--- config.mk ---
export PLATFORM = sky130hd
export DESIGN_NAME = snh_ctrl
export DESIGN_NICKNAME = d
export VERILOG_FILES = /design/src/hw/snh_pkg.sv /design/src/hw/snh_ctrl.sv
export SDC_FILE = /design/constraint.sdc
export NUM_CORES = 2
export LEC_CHECK = 0
export CAP_MARGIN = 20
export CORE_UTILIZATION = 44
export CTS_CLUSTER_DIAMETER = 30
export DETAILED_ROUTE_END_ITERATION = 12
export DONT_BUFFER_PORTS = 1
export PLACE_DENSITY = 0.59
export REMOVE_ABC_BUFFERS = 1
export SLEW_MARGIN = 40
export SYNTH_ARGS = -nofsm -noshare
export SYNTH_HDL_FRONTEND = slang
export SYNTH_SLANG_ARGS = --single-unit
--- constraint.sdc ---
create_clock -name SYS_CLK -period 6.4 [get_ports SYS_CLK]
set_clock_uncertainty 0.2 [all_clocks]
set_input_delay 0.64 -clock SYS_CLK [delete_from_list [all_inputs] [get_ports SYS_CLK]]
set_output_delay 0.64 -clock SYS_CLK [all_outputs]
set_load 0.02 [all_outputs]
--- src/hw/snh_pkg.sv ---
package snh_pkg;
	localparam int SYS_CLK_NS    = 10;
	localparam int SCK_HALF_NS   = 50;
	localparam int SCK_HALF_CYC  = (SCK_HALF_NS + SYS_CLK_NS - 1) / SYS_CLK_NS;
	localparam int CS_GAP_NS     = 100;
	localparam int CS_GAP_TICKS  = (CS_GAP_NS + SCK_HALF_NS - 1) / SCK_HALF_NS;

	localparam logic [7:0] OP_WEN    = 8'h06;
	localparam logic [7:0] OP_STAT   = 8'h0F;
	localparam logic [7:0] OP_REMAP  = 8'hA5;
	localparam logic [7:0] OP_ECCPG  = 8'hA9;
	localparam logic [7:0] OP_ERASE  = 8'hD8;
	localparam logic [7:0] OP_LOAD   = 8'h02;
	localparam logic [7:0] OP_RLOAD  = 8'h84;
	localparam logic [7:0] OP_QLOAD  = 8'h32;
	localparam logic [7:0] OP_QRLOAD = 8'h34;
	localparam logic [7:0] OP_PEXEC  = 8'h10;
	localparam logic [7:0] STAT_ADDR = 8'hC0;

	localparam int         BUSY_BIT    = 0;
	localparam int         REMAP_LINKS = 20;
	localparam logic [9:0] REMAP_BITS  = 10'd640;
	localparam logic [9:0] ECCPG_BITS  = 10'd16;
	localparam logic [9:0] STAT_BITS   = 10'd8;
	localparam logic [2:0] PARTIAL_MAX = 3'd4;
	localparam int         BUF_BYTES   = 64;

	localparam logic [7:0] REG_CMD   = 8'h00;
	localparam logic [7:0] REG_ADDR  = 8'h04;
	localparam logic [7:0] REG_LEN   = 8'h08;
	localparam logic [7:0] REG_CFG   = 8'h0C;
	localparam logic [7:0] REG_STAT  = 8'h10;
	localparam logic [7:0] REG_ECCPG = 8'h14;
	localparam logic [1:0] REG_BUF_HI   = 2'b01;
	localparam logic [7:0] REG_REMAP = 8'h80;

	localparam logic [15:0] ADDR_RST = 16'h0000;
	localparam logic [6:0]  LEN_RST  = 7'h01;
	localparam logic [3:0]  IO_IDLE  = 4'hD;
	localparam logic [3:0]  OE_SGL   = 4'hD;
	localparam logic [3:0]  OE_QUAD  = 4'hF;

	typedef enum logic [1:0] {
		ST_IDLE  = 2'b00,
		ST_SETUP = 2'b01,
		ST_XFER  = 2'b10,
		ST_GAP   = 2'b11
	} snh_state_t;

	typedef enum logic [1:0] {
		SG_WEN  = 2'b00,
		SG_MAIN = 2'b01,
		SG_POLL = 2'b10
	} snh_stage_t;

	typedef enum logic [1:0] {
		PH_HDR = 2'b00,
		PH_DAT = 2'b01,
		PH_RX  = 2'b10
	} snh_phase_t;

	function automatic logic is_quad(input logic [7:0] op);
		return op == OP_QLOAD || op == OP_QRLOAD;
	endfunction

	function automatic logic is_load(input logic [7:0] op);
		return op == OP_LOAD || op == OP_RLOAD || is_quad(op);
	endfunction

	function automatic logic is_timed(input logic [7:0] op);
		return op == OP_ERASE || op == OP_PEXEC;
	endfunction

	function automatic logic valid_op(input logic [7:0] op);
		return is_load(op) || is_timed(op) || op == OP_WEN || op == OP_STAT
			|| op == OP_REMAP || op == OP_ECCPG;
	endfunction

	function automatic logic [5:0] hbits_of(input logic [7:0] op);
		if (is_timed(op))
			return 6'd32;
		else if (is_load(op))
			return 6'd24;
		else if (op == OP_WEN)
			return 6'd8;
		else
			return 6'd16;
	endfunction

	function automatic logic [9:0] rx_of(input logic [7:0] op);
		case (op)
			OP_REMAP: return REMAP_BITS;
			OP_ECCPG: return ECCPG_BITS;
			OP_STAT:  return STAT_BITS;
			default:  return 10'd0;
		endcase
	endfunction

	function automatic logic [31:0] hdr_of(input logic [7:0] op, input logic [15:0] a);
		if (is_timed(op))
			return {op, 8'h00, a};
		else if (is_load(op))
			return {op, a, 8'h00};
		else if (op == OP_STAT)
			return {op, STAT_ADDR, 16'h0000};
		else
			return {op, 24'h000000};
	endfunction
endpackage

--- src/hw/snh_ctrl.sv ---
// Design decisions made here: the address-and-strobe port and the register offsets.
`timescale 1ns/1ps
// Overview of operation
// RULE1 - device keeps 20 remap links, numbered zero to nineteen.
// RULE2 - remap read: A5h, 8 dummy clocks, then 16-bit logical, 16-bit replacement index.
// RULE3 - links come out from link zero; unused links read as zeros.
// RULE4 - top two logical bits: 00 free, 10 valid, 11 invalid, 01 unused.
// RULE5 - with correction on, program execute writes parity into the spare area.
// RULE6 - reads with correction on check parity and update result bits.
// RULE7 - after failing continuous read, A9h plus dummy returns last failing page.
// RULE8 - erase: D8h, 8 dummy clocks, 16-bit page address; block becomes FFh.
// RULE9 - erase refused unless write latch flag set; host sends write enable first.
// RULE10 - chip select rises right after last erase bit is latched.
// RULE11 - after valid erase busy stays 1, then busy and latch flag clear.
// RULE12 - erase and program skipped inside the protected range.
// RULE13 - load: latch flag set, 02h or 84h, 16-bit column, at least one byte.
// RULE14 - chip select stays low for whole load; excess bytes are dropped.
// RULE15 - normal load pads unwritten bytes with FFh; random load leaves them.
// RULE16 - correction on overwrites spare parity positions; off keeps spare bytes.
// RULE17 - 32h and 34h are quad forms of normal and random load.
// RULE18 - write-protect pin mode bit at 1 disables all quad instructions.
// RULE19 - program execute: 10h, dummy, page; busy until done, latch flag clears.
// RULE20 - host makes at most four partial programs on one page.
// RULE21 - host programs pages of a block in ascending order.
// RULE22 - write enable 06h sets the write latch flag.
// RULE23 - status read 0Fh is accepted at any time, even while busy.
// RULE24 - with all 20 links written, the full flag sets; no more links.
// RULE25 - while busy only status reads are honoured.
module snh_ctrl import snh_pkg::*; (
	input  wire logic        SYS_CLK,
	input  wire logic        RESETN,
	input  wire logic [7:0]  ADDR,
	input  wire logic [31:0] WDATA,
	input  wire logic        WR,
	input  wire logic        RD,
	output logic      [31:0] RDATA,
	output logic             SPI_SCK,
	output logic             SPI_CS_N,
	output logic      [3:0]  IO_OUT,
	output logic      [3:0]  IO_OE,
	input  wire logic [3:0]  IO_IN
);
	snh_state_t  st_reg;
	snh_stage_t  stage_reg;
	snh_phase_t  ph_reg;
	logic [7:0]  op_reg;
	logic [7:0]  eo;
	logic [15:0] addr_reg;
	logic [6:0]  len_reg;
	logic        wpm_reg;
	logic        refused_reg;
	logic [7:0]  stat_byte_reg;
	logic [15:0] eccpg_reg;
	logic [31:0] hdr_reg;
	logic [31:0] rxsh_reg;
	logic [5:0]  left_reg;
	logic [9:0]  rxn_reg;
	logic [9:0]  rxtot_reg;
	logic [6:0]  dcnt_reg;
	logic [6:0]  dptr_reg;
	logic [2:0]  dbit_reg;
	logic [7:0]  dsh_reg;
	logic        quad_reg;
	logic [7:0]  div_reg;
	logic [1:0]  gap_reg;
	logic [3:0]  io_m_reg;
	logic [3:0]  io_s_reg;

	logic [7:0]  buf_mem [BUF_BYTES];
	logic [31:0] remap_mem [REMAP_LINKS];
	logic [15:0] last_pg_reg;
	logic [2:0]  pg_cnt_reg;
	logic        have_pg_reg;

	logic        tick;
	logic        cmd_wr;
	logic        cmd_ok;
	logic        prog_bad;
	logic        accept;
	logic [7:0]  nb;

	// pins come from the far clock domain
	always_ff @(posedge SYS_CLK or negedge RESETN) begin
		if (!RESETN) begin
			io_m_reg <= 4'h0;
			io_s_reg <= 4'h0;
		end else begin
			io_m_reg <= IO_IN;
			io_s_reg <= io_m_reg;
		end
	end

	// restarted in setup so the first half period is never short
	always_ff @(posedge SYS_CLK or negedge RESETN) begin
		if (!RESETN)
			div_reg <= 8'h00;
		else if (st_reg == ST_SETUP || tick)
			div_reg <= 8'h00;
		else
			div_reg <= div_reg + 8'h01;
	end
	assign tick = div_reg == 8'(SCK_HALF_CYC - 1);

	always_comb begin
		case (stage_reg)
			SG_WEN:  eo = OP_WEN; // [RULE22]
			SG_POLL: eo = OP_STAT; // [RULE23]
			default: eo = op_reg;
		endcase
	end

	// ascending order and partial count checked within the last block used
	assign prog_bad = have_pg_reg && addr_reg[15:6] == last_pg_reg[15:6]
		&& (addr_reg < last_pg_reg
		|| (addr_reg == last_pg_reg && pg_cnt_reg == PARTIAL_MAX)); // [RULE20] [RULE21]
	// a refused write never reaches the link; software sees the refused bit only for writes made while idle
	assign cmd_wr = WR && ADDR == REG_CMD;
	assign cmd_ok = st_reg == ST_IDLE && valid_op(WDATA[7:0])
		&& !(is_quad(WDATA[7:0]) && wpm_reg) // [RULE18]
		&& !(is_load(WDATA[7:0]) && len_reg == 7'h00) // [RULE13]
		&& !(WDATA[7:0] == OP_PEXEC && prog_bad);
	assign accept = cmd_wr && cmd_ok;

	always_ff @(posedge SYS_CLK or negedge RESETN) begin
		if (!RESETN) begin
			have_pg_reg <= 1'b0;
			last_pg_reg <= 16'h0000;
			pg_cnt_reg  <= 3'h0;
		end else if (accept && WDATA[7:0] == OP_ERASE) begin
			if (addr_reg[15:6] == last_pg_reg[15:6])
				have_pg_reg <= 1'b0;
		end else if (accept && WDATA[7:0] == OP_PEXEC) begin
			have_pg_reg <= 1'b1;
			last_pg_reg <= addr_reg;
			pg_cnt_reg  <= (have_pg_reg && addr_reg == last_pg_reg)
				? pg_cnt_reg + 3'h1 : 3'h1; // [RULE20]
		end
	end

	// software side; buffer is frozen while a transfer runs
	always_ff @(posedge SYS_CLK or negedge RESETN) begin
		if (!RESETN) begin
			addr_reg <= ADDR_RST;
			len_reg  <= LEN_RST;
			wpm_reg  <= 1'b0;
		end else if (WR) begin
			if (ADDR == REG_ADDR)
				addr_reg <= WDATA[15:0];
			if (ADDR == REG_LEN)
				len_reg <= (WDATA[7:0] > 8'(BUF_BYTES)) ? 7'(BUF_BYTES) : WDATA[6:0];
			if (ADDR == REG_CFG)
				wpm_reg <= WDATA[0];
		end
	end

	// no reset: the buffer is only sent after software fills it
	always_ff @(posedge SYS_CLK) begin
		if (WR && ADDR[7:6] == REG_BUF_HI && st_reg == ST_IDLE) begin
			for (int i = 0; i < 4; i++)
				buf_mem[{ADDR[5:2], 2'(i)}] <= WDATA[8*i +: 8];
		end
	end

	always_ff @(posedge SYS_CLK or negedge RESETN) begin
		if (!RESETN) begin
			RDATA <= 32'h00000000;
		end else if (RD) begin
			// unmapped addresses read as zero
			RDATA <= 32'h00000000;
			if (ADDR == REG_ADDR)
				RDATA <= {16'h0000, addr_reg};
			else if (ADDR == REG_LEN)
				RDATA <= {25'h0000000, len_reg};
			else if (ADDR == REG_CFG)
				RDATA <= {31'h00000000, wpm_reg};
			else if (ADDR == REG_STAT)
				RDATA <= {16'h0000, stat_byte_reg, 6'h00, refused_reg, st_reg != ST_IDLE};
			else if (ADDR == REG_ECCPG)
				RDATA <= {16'h0000, eccpg_reg};
			else if (ADDR[7:6] == REG_BUF_HI)
				for (int i = 0; i < 4; i++)
					RDATA[8*i +: 8] <= buf_mem[{ADDR[5:2], 2'(i)}];
			else if (ADDR >= REG_REMAP && ADDR[6:2] < 5'(REMAP_LINKS))
				RDATA <= remap_mem[ADDR[6:2]];
		end
	end

	assign nb = buf_mem[dptr_reg[5:0]];

	// one engine runs every frame: enable for loads and timed commands, main frame, then status polls for timed ones

	always_ff @(posedge SYS_CLK or negedge RESETN) begin
		if (!RESETN) begin
			st_reg        <= ST_IDLE;
			stage_reg     <= SG_WEN;
			ph_reg        <= PH_HDR;
			op_reg        <= 8'h00;
			refused_reg   <= 1'b0;
			stat_byte_reg <= 8'h00;
			eccpg_reg     <= 16'h0000;
			hdr_reg       <= 32'h00000000;
			rxsh_reg      <= 32'h00000000;
			left_reg      <= 6'h00;
			rxn_reg       <= 10'h000;
			rxtot_reg     <= 10'h000;
			dcnt_reg      <= 7'h00;
			dptr_reg      <= 7'h00;
			dbit_reg      <= 3'h0;
			dsh_reg       <= 8'h00;
			quad_reg      <= 1'b0;
			gap_reg       <= 2'h0;
			SPI_SCK       <= 1'b0;
			SPI_CS_N      <= 1'b1;
			IO_OUT        <= IO_IDLE;
			IO_OE         <= OE_SGL;
			for (int i = 0; i < REMAP_LINKS; i++)
				remap_mem[i] <= 32'h00000000;
		end else begin
			case (st_reg)
				ST_IDLE: begin
					if (cmd_wr) begin
						refused_reg <= !cmd_ok;
						if (cmd_ok) begin
							op_reg    <= WDATA[7:0];
							// latch flag set ahead of every write-type command
							stage_reg <= (is_load(WDATA[7:0]) || is_timed(WDATA[7:0]))
								? SG_WEN : SG_MAIN; // [RULE9] [RULE13] [RULE19]
							st_reg    <= ST_SETUP;
						end
					end
				end

				ST_SETUP: begin
					// timed commands send opcode, dummy byte, then page [RULE8]
					hdr_reg   <= hdr_of(eo, addr_reg) << 1;
					left_reg  <= hbits_of(eo);
					rxtot_reg <= rx_of(eo);
					dcnt_reg  <= is_load(eo) ? len_reg : 7'h00;
					quad_reg  <= is_quad(eo); // [RULE17]
					rxn_reg   <= 10'h000;
					ph_reg    <= PH_HDR;
					SPI_CS_N  <= 1'b0;
					IO_OUT    <= {3'b110, eo[7]};
					IO_OE     <= OE_SGL;
					st_reg    <= ST_XFER;
				end

				ST_XFER: begin
					if (tick && !SPI_SCK) begin
						SPI_SCK <= 1'b1;
						if (ph_reg == PH_RX) begin
							// synchronised pin lags two cycles, well inside a half period
							rxsh_reg <= {rxsh_reg[30:0], io_s_reg[1]};
							rxn_reg  <= rxn_reg + 10'h001;
						end
					end else if (tick) begin
						SPI_SCK <= 1'b0;
						case (ph_reg)
							PH_HDR: begin
								if (left_reg != 6'h01) begin
									left_reg  <= left_reg - 6'h01;
									hdr_reg   <= hdr_reg << 1;
									IO_OUT[0] <= hdr_reg[31];
								end else if (dcnt_reg != 7'h00) begin
									ph_reg   <= PH_DAT;
									dsh_reg  <= buf_mem[0];
									dptr_reg <= 7'h01;
									dbit_reg <= quad_reg ? 3'h1 : 3'h7;
									IO_OUT   <= quad_reg ? buf_mem[0][7:4]
										: {3'b110, buf_mem[0][7]};
									IO_OE    <= quad_reg ? OE_QUAD : OE_SGL; // [RULE17]
								end else if (rxtot_reg != 10'h000) begin
									// reply starts after the falling edge that ends the header
									ph_reg <= PH_RX; // [RULE2] [RULE7]
								end else begin
									// cs rises on the falling edge after the last latched bit
									SPI_CS_N <= 1'b1; // [RULE10]
									IO_OUT   <= IO_IDLE;
									IO_OE    <= OE_SGL;
									gap_reg  <= 2'h0;
									st_reg   <= ST_GAP;
								end
							end
							PH_DAT: begin
								if (dbit_reg != 3'h0) begin
									dbit_reg <= dbit_reg - 3'h1;
									dsh_reg  <= quad_reg ? {dsh_reg[3:0], 4'h0} : dsh_reg << 1;
									IO_OUT   <= quad_reg ? dsh_reg[3:0] : {3'b110, dsh_reg[6]};
								end else if (dptr_reg != dcnt_reg) begin
									dptr_reg <= dptr_reg + 7'h01;
									dsh_reg  <= nb;
									dbit_reg <= quad_reg ? 3'h1 : 3'h7;
									IO_OUT   <= quad_reg ? nb[7:4] : {3'b110, nb[7]};
								end else begin
									// cs held low across the whole data stream
									SPI_CS_N <= 1'b1; // [RULE14]
									IO_OUT   <= IO_IDLE;
									IO_OE    <= OE_SGL;
									gap_reg  <= 2'h0;
									st_reg   <= ST_GAP;
								end
							end
							default: begin
								if (eo == OP_REMAP && rxn_reg[4:0] == 5'h00)
									remap_mem[5'(rxn_reg[9:5] - 5'h01)] <= rxsh_reg; // [RULE1] [RULE3]
								if (rxn_reg == rxtot_reg) begin
									if (eo == OP_STAT)
										stat_byte_reg <= rxsh_reg[7:0];
									if (eo == OP_ECCPG)
										eccpg_reg <= rxsh_reg[15:0]; // [RULE7]
									SPI_CS_N <= 1'b1;
									gap_reg  <= 2'h0;
									st_reg   <= ST_GAP;
								end
							end
						endcase
					end
				end

				ST_GAP: begin
					if (tick) begin
						gap_reg <= gap_reg + 2'h1;
						if (gap_reg == 2'(CS_GAP_TICKS - 1)) begin
							case (stage_reg)
								SG_WEN: begin
									stage_reg <= SG_MAIN;
									st_reg    <= ST_SETUP;
								end
								SG_MAIN: begin
									// nothing but status reads until busy clears
									stage_reg <= SG_POLL; // [RULE11] [RULE25]
									st_reg    <= is_timed(op_reg) ? ST_SETUP : ST_IDLE;
								end
								default: begin
									st_reg <= stat_byte_reg[BUSY_BIT] ? ST_SETUP : ST_IDLE; // [RULE23]
								end
							endcase
						end
					end
				end

				default: st_reg <= ST_IDLE;
			endcase
		end
	end
endmodule

After elaboration in Yosys (flattened, before gate mapping)
Memories as Yosys holds them, arrays and structs flattened.
Cells that the tools add are included.
{"block": "op_classes", "addsub": 8, "order_cmp": 7, "eq_ne": 71, "mux": 136, "bitwise_logic": 5, "n_reduce_logical": 83}
{"op": "640-bit bitwise mux", "n": 1}
{"op": "32-bit two-way mux", "n": 14}
{"op": "32-bit binary-select mux with 5-bit select", "n": 1}
{"op": "32-bit demux with 5-bit select", "n": 1}
{"op": "7-bit two-way mux", "n": 11}
{"op": "8-bit == test, second input constant", "n": 9}
{"op": "24-bit two-way mux", "n": 3}
{"op": "2-bit two-way mux", "n": 32}
{"op": "32-bit one-hot mux with 2 select lines", "n": 1}
{"op": "4-bit two-way mux", "n": 15}
{"op": "8-bit by 5-bit == test with 1-bit output, second input constant", "n": 5}
{"op": "8-bit by 3-bit == test with 1-bit output, second input constant", "n": 4}
{"op": "8-bit by 4-bit == test with 1-bit output, second input constant", "n": 4}
{"op": "8-bit by 6-bit == test with 1-bit output, second input constant", "n": 4}
{"op": "2-bit inequality test, second input constant", "n": 16}
{"op": "4-bit one-hot mux with 2 select lines", "n": 4}
{"op": "6-bit two-way mux", "n": 5}
{"op": "10-bit one-hot mux with 3 select lines", "n": 1}
{"op": "6-bit AND reduction", "n": 5}
{"op": "7-bit one-hot mux with 2 select lines", "n": 2}
{"op": "3-bit inequality test, second input constant", "n": 9}
{"op": "2-bit one-hot mux with 2 select lines", "n": 6}
{"op": "1-bit logical AND", "n": 21}
{"op": "3-bit two-way mux", "n": 7}
{"op": "other kinds (55)", "n": 129}
{"block": "totals", "register_bits": 894, "ramBits": 512, "out_inout_bits": 42, "n_memories": 1}
{"memory": "buf_mem", "words": 64, "word_bits": 8, "read_ports": 6, "rd_clocked_by_memory_dff": 0, "write_ports": 4, "line_no": "snh_ctrl.sv:69", "source": "logic [7:0] buf_mem [BUF_BYTES];"}

Logic depth before layout (Yosys ltp)
{"block": "logic_depth", "depth_word": 16, "mapped_depth": 13, "ltp_nobuf": 9}

Worst setup path before layout
OpenSTA, ideal clock, no wires.
{"block": "synth_path", "path_kind": "input-to-reg", "startpoint": "input ADDR[5]", "endpoint": "memory buf_mem[40][0] (enable)", "arrival_time_ns": 3.556, "slack_ns": 2.222, "cell_stages": 6, "cell_sequence": "clkbuf_1 buf_2 buf_2 buf_1 nand3b_1 nor2_1"}
{"element": "from (decl)", "line_no": "snh_ctrl.sv:32", "source": "input wire logic [7:0] ADDR,"}
{"element": "to (decl)", "line_no": "snh_ctrl.sv:69"}

Worst setup path after layout
{"block": "layout_path", "startpoint": "input ADDR[2]", "endpoint": "register RDATA[6]"}
{"block": "layout_between", "elab_chain_len": 11, "word_cells_on_any_way": 20, "classes_between": "order compare (2); eq/ne (5); mux (10); bitwise (1); reduce/logical (1); memory (1)"}
{"element": "5-bit inverter with 6-bit output (implied by the code)", "line_no": "snh_ctrl.sv:184", "source": "RDATA <= remap_mem[ADDR[6:2]];"}
{"element": "32-bit binary-select mux with 5-bit select", "line_no": "snh_ctrl.sv:184"}
{"element": "32-bit two-way mux (implied by the code) (2 in a row)", "line_no": "snh_ctrl.sv:184"}
{"element": "32-bit two-way mux", "line_no": "snh_ctrl.sv:183", "source": "else if (ADDR >= REG_REMAP && ADDR[6:2] < 5'(REMAP_LINKS))"}
{"element": "32-bit two-way mux", "line_no": "snh_ctrl.sv:180", "source": "else if (ADDR[7:6] == REG_BUF_HI)"}
{"element": "32-bit two-way mux", "line_no": "snh_ctrl.sv:178", "source": "else if (ADDR == REG_ECCPG)"}
{"element": "32-bit two-way mux", "line_no": "snh_ctrl.sv:176", "source": "else if (ADDR == REG_STAT)"}
{"element": "32-bit two-way mux", "line_no": "snh_ctrl.sv:174", "source": "else if (ADDR == REG_CFG)"}
{"element": "32-bit two-way mux", "line_no": "snh_ctrl.sv:172", "source": "else if (ADDR == REG_LEN)"}
{"element": "32-bit two-way mux (*)", "line_no": "snh_ctrl.sv:170", "source": "if (ADDR == REG_ADDR)"}
{"element": "to (signal assigned)", "line_no": "snh_ctrl.sv:171", "source": "RDATA <= {16'h0000, addr_reg};"}
{"element": "to (signal assigned)", "line_no": "snh_ctrl.sv:173", "source": "RDATA <= {25'h0000000, len_reg};"}
{"element": "to (signal assigned)", "line_no": "snh_ctrl.sv:175", "source": "RDATA <= {31'h00000000, wpm_reg};"}
{"element": "to (decl)", "line_no": "snh_ctrl.sv:36", "source": "output logic [31:0] RDATA,"}
Every way passes the cells marked *; elsewhere a longest branch is shown, timed or not. The select of a mux whose other input is x is not followed.
A chain may end at the register's enable or synchronous reset.

==> metrics.md <==
| Metric | Value |
|---|---|
| Grt ovf | 0 |
| Slew Limit Fails | 0 |
| Multi-input gate area | 25,800 um^2 |
| Clock-pin transition on the worst setup and hold timing paths | 0.05 ns |
| Asr flop ratio synth | 63.2% |
| Max Cap Viol | 0 |
| CTS tree | built |
| DIE AREA | 149,000 um^2 |
| TNS Setup | 0 ns |
| Status | complete, no violations |
| Port buffer count | 0 |
| CP Launch Type | input port |
| Placer Congestion | 0.861 |
| Final net count | 4,274 |
| Post-synthesis sequential area ratio | 57.9% |
| Skew-Pair Late Insertion Delay | 0.89 ns |
| Gate count of the mapped netlist | 4,080 |
| Hold Crit Class | in -> reg |
| Post-synth top flop | dfrtp_1 |
| Via/cell ratio | 6.14 |
| Hold Path Depth | 1 |
| First-pass GRT wire length | 274,000 um |
| Register area | 37,400 um^2 |
| Routed wire length | 184,000 um |
| Mapped Avg Cell Area | 15.9 um^2 |
| # DRC | 0 |
| Vias in the first global route | 40.0k |
| Xor/xnor share of the synthesized area | 0.433% |
| CP endpoint kind | flip-flop |
| Pre-CTS setup slack | 2.36 ns |
| Multiplexer area fraction after synthesis | 29.7% |
| Simple-Gate Fraction of Synth Area | 4.59% |
| Initial DRC Count | 3,980 |
| Die Height | 385 um |
| FILL cells | 11.6k |
| Core Region | 146,000 um^2 |
| Final Hold Viols | 0 |
| Total Routing Usage GR | 25.2% |
| VDD IR max | 278 uV |
| Yosys Warn Count | 0 |
| Worst Max-Slew Pin Slew | 0.918 ns |
| Post-synth cell types | 86 |
| Mapped cell area | 64,700 um^2 |
| Yosys reg bits | 1,393 |
| Worst Path Max Fanout | 84 |
| Slew margin rel. | 38.6% |
| Power density over cell area | 338 nW/um^2 |
| Slack of the critical path | 2.15 ns |
| CTS Buffer Depth | 4 |
| Commonest non-fill, non-tap cell in the layout | dfrtp_1 |
| Largest family of logic cells by synthesized area | multiplexers |
| Root Driver | clkbuf_16 |
| Starting Density | 44.4% |
| Worst Hold Launch | WDATA[14] |
| CP required | 6.95 ns |
| WS Path Type | in -> reg |
| Crit Reg-Reg Endpoint | dsh_reg[6]$_DFFE_PN0P_ |
| Reg2reg start | dptr_reg[1]$_DFFE_PN0P_ |
| Tmin final | 4.25 ns |
| Reg-to-reg slack, setup | 2.58 ns |
| Synth Area in Adders | 0.619% |
| Most frequent cells in the layout | dfrtp_1 (869), mux2_2 (645), edfxtp_1 (512) |
| Setup bufs post-CTS | 0 |
| Standard-cell row count | 140 |
| Register-to-Register Path Depth | 8 |
| Sinks on Clock Net | 1,393 |
| Largest register by flop count | remap_mem |
| Final HPWL DP | 103,000 um |
| Finish-stage setup viols | 0 |
| Wire per inst | 29.0 um |
| Fmax | 235 MHz |
| EDFF count, synth | 512 |
| Num CTS Buffers | 321 |
| P_leak | 32.4 nW |
| Final Cycle Share | 66.5% |
| Synth Area in Compound Gates | 4.04% |
| Largest net degree at the start of global routing | 300 |
| I/O pins | 90 |
| Vias | 39.0k |
| CP arrival | 4.80 ns |
| Unrepaired setup endpoints after global routing | no |
| Max reg flops | 640 |
| Share of layout cells above drive strength 1 | 41.7% |
| Chip width | 385 um |
| P&R area growth vs syn | 21.0% |
| WHS Endpoint | buf_mem[37][6]$_DFFE_PP_ |
| Post-route ant nets | 0 |
| 1st-pass router iterations | 5 |
| H-Tree Depth | 5 |
| Total Power | 26.5 mW |
| Initial antenna violation count | 13 |
==> synthesized netlist by cell type, types with 24 or more instances <==
master	instances	share of area [%]
dfrtp_1	876	34
mux2_2	645	11
edfxtp_1	512	24
mux4_2	482	17
nand2_1	247	1.4
clkbuf_1	183	1.1
nor2_1	108	0.63
buf_2	99	0.77
o21ai_0	80	0.62
inv_1	69	0.40
nand3_1	62	0.48
a22oi_1	55	0.64
a21oi_1	54	0.42
mux2i_1	46	0.71
buf_1	41	0.24
ha_1	32	0.62
mux2_4	30	0.70
nor3_1	28	0.22
nor2b_1	24	0.23
==> through the flow <==
step,instances,util (%),hold WS [ns],cell area [um^2]
finish,6349,53.7,0.0320,78300
global placement,5724,45.6,0.139,66400
global route,6347,53.7,0.00629,78300
detailed placement,5733,45.7,0.143,66700
CTS,6341,53.6,0.000880,78100
floorplan,3739,-,0.131,63200
==> timing repair <==
action | in CTS | in global routing
hold endpoints to repair | 695 | 0
resized for setup | 0 | 0
hold buffers | 49 | 0
==> worst max-delay path, stage by stage <==
cell           delay (ns)
buf_16               0.37
buf_16               0.60
buf_16               0.47
mux4_2               0.60
mux4_2               0.52
nor2b_1              0.19
o221ai_1             0.45
o21ai_0              0.15
dlygate4sd3_1        0.58
==> worst max path at each step <==
stage / startpoint / to / depth (start not counted)
finish: ADDR[2] / RDATA[6]$_DFFE_PN0P_ / 9
global route: ADDR[2] / RDATA[6]$_DFFE_PN0P_ / 9
CTS: dptr_reg[1]$_DFFE_PN0P_ / dsh_reg[6]$_DFFE_PN0P_ / 7
detailed placement: dptr_reg[1]$_DFFE_PN0P_ / dsh_reg[6]$_DFFE_PN0P_ / 7
global placement: ADDR[6] / addr_reg[13]$_DFFE_PN0P_ / 5
floorplan: dptr_reg[0]$_DFFE_PN0P_ / dsh_reg[6]$_DFFE_PN0P_ / 6
==> metal layers <==
layer	part of all wire (%)	GRT usage (%)	routed length [um]	vias up
li1	-	-	-	16200
met1	44	36.8	81400	20900
met2	45	36.8	82500	1553
met3	8.3	6.42	15300	329
met4	2.8	8.05	5140	12
met5	0.042	0	77	-
==> cell families after synthesis <==
logic type / Yosys count
other: 1
XOR/XNOR: 32
multiplexers: 1221
AO/OA/AOI/OAI: 377
AND/OR/NAND/NOR: 610
flip-flops: 1393
adder cells (fa/ha/maj): 32
buffers and inverters: 414
==> power by group <==
| part | total [mW] | switching (mW) | internal (mW) |
|---|---|---|---|
| Combinational | 0.594 | 0.376 | 0.218 |
| Clock | 16.5 | 5.04 | 11.5 |
| Sequential | 9.38 | 0.0689 | 9.31 |
| Total | 26.5 | 5.49 | 21.0 |
==> final cells by class <==
class	instances	area share, %
sequential	1393	47.8
inverter	71	0.341
timing repair buffer	132	1.76
multi-input combinational	2275	33.0
antenna	2	0.00640
tap	1917	3.06
clock buffer	394	11.1
clock inverter	165	2.83
(Power assumes the default switching activity.)
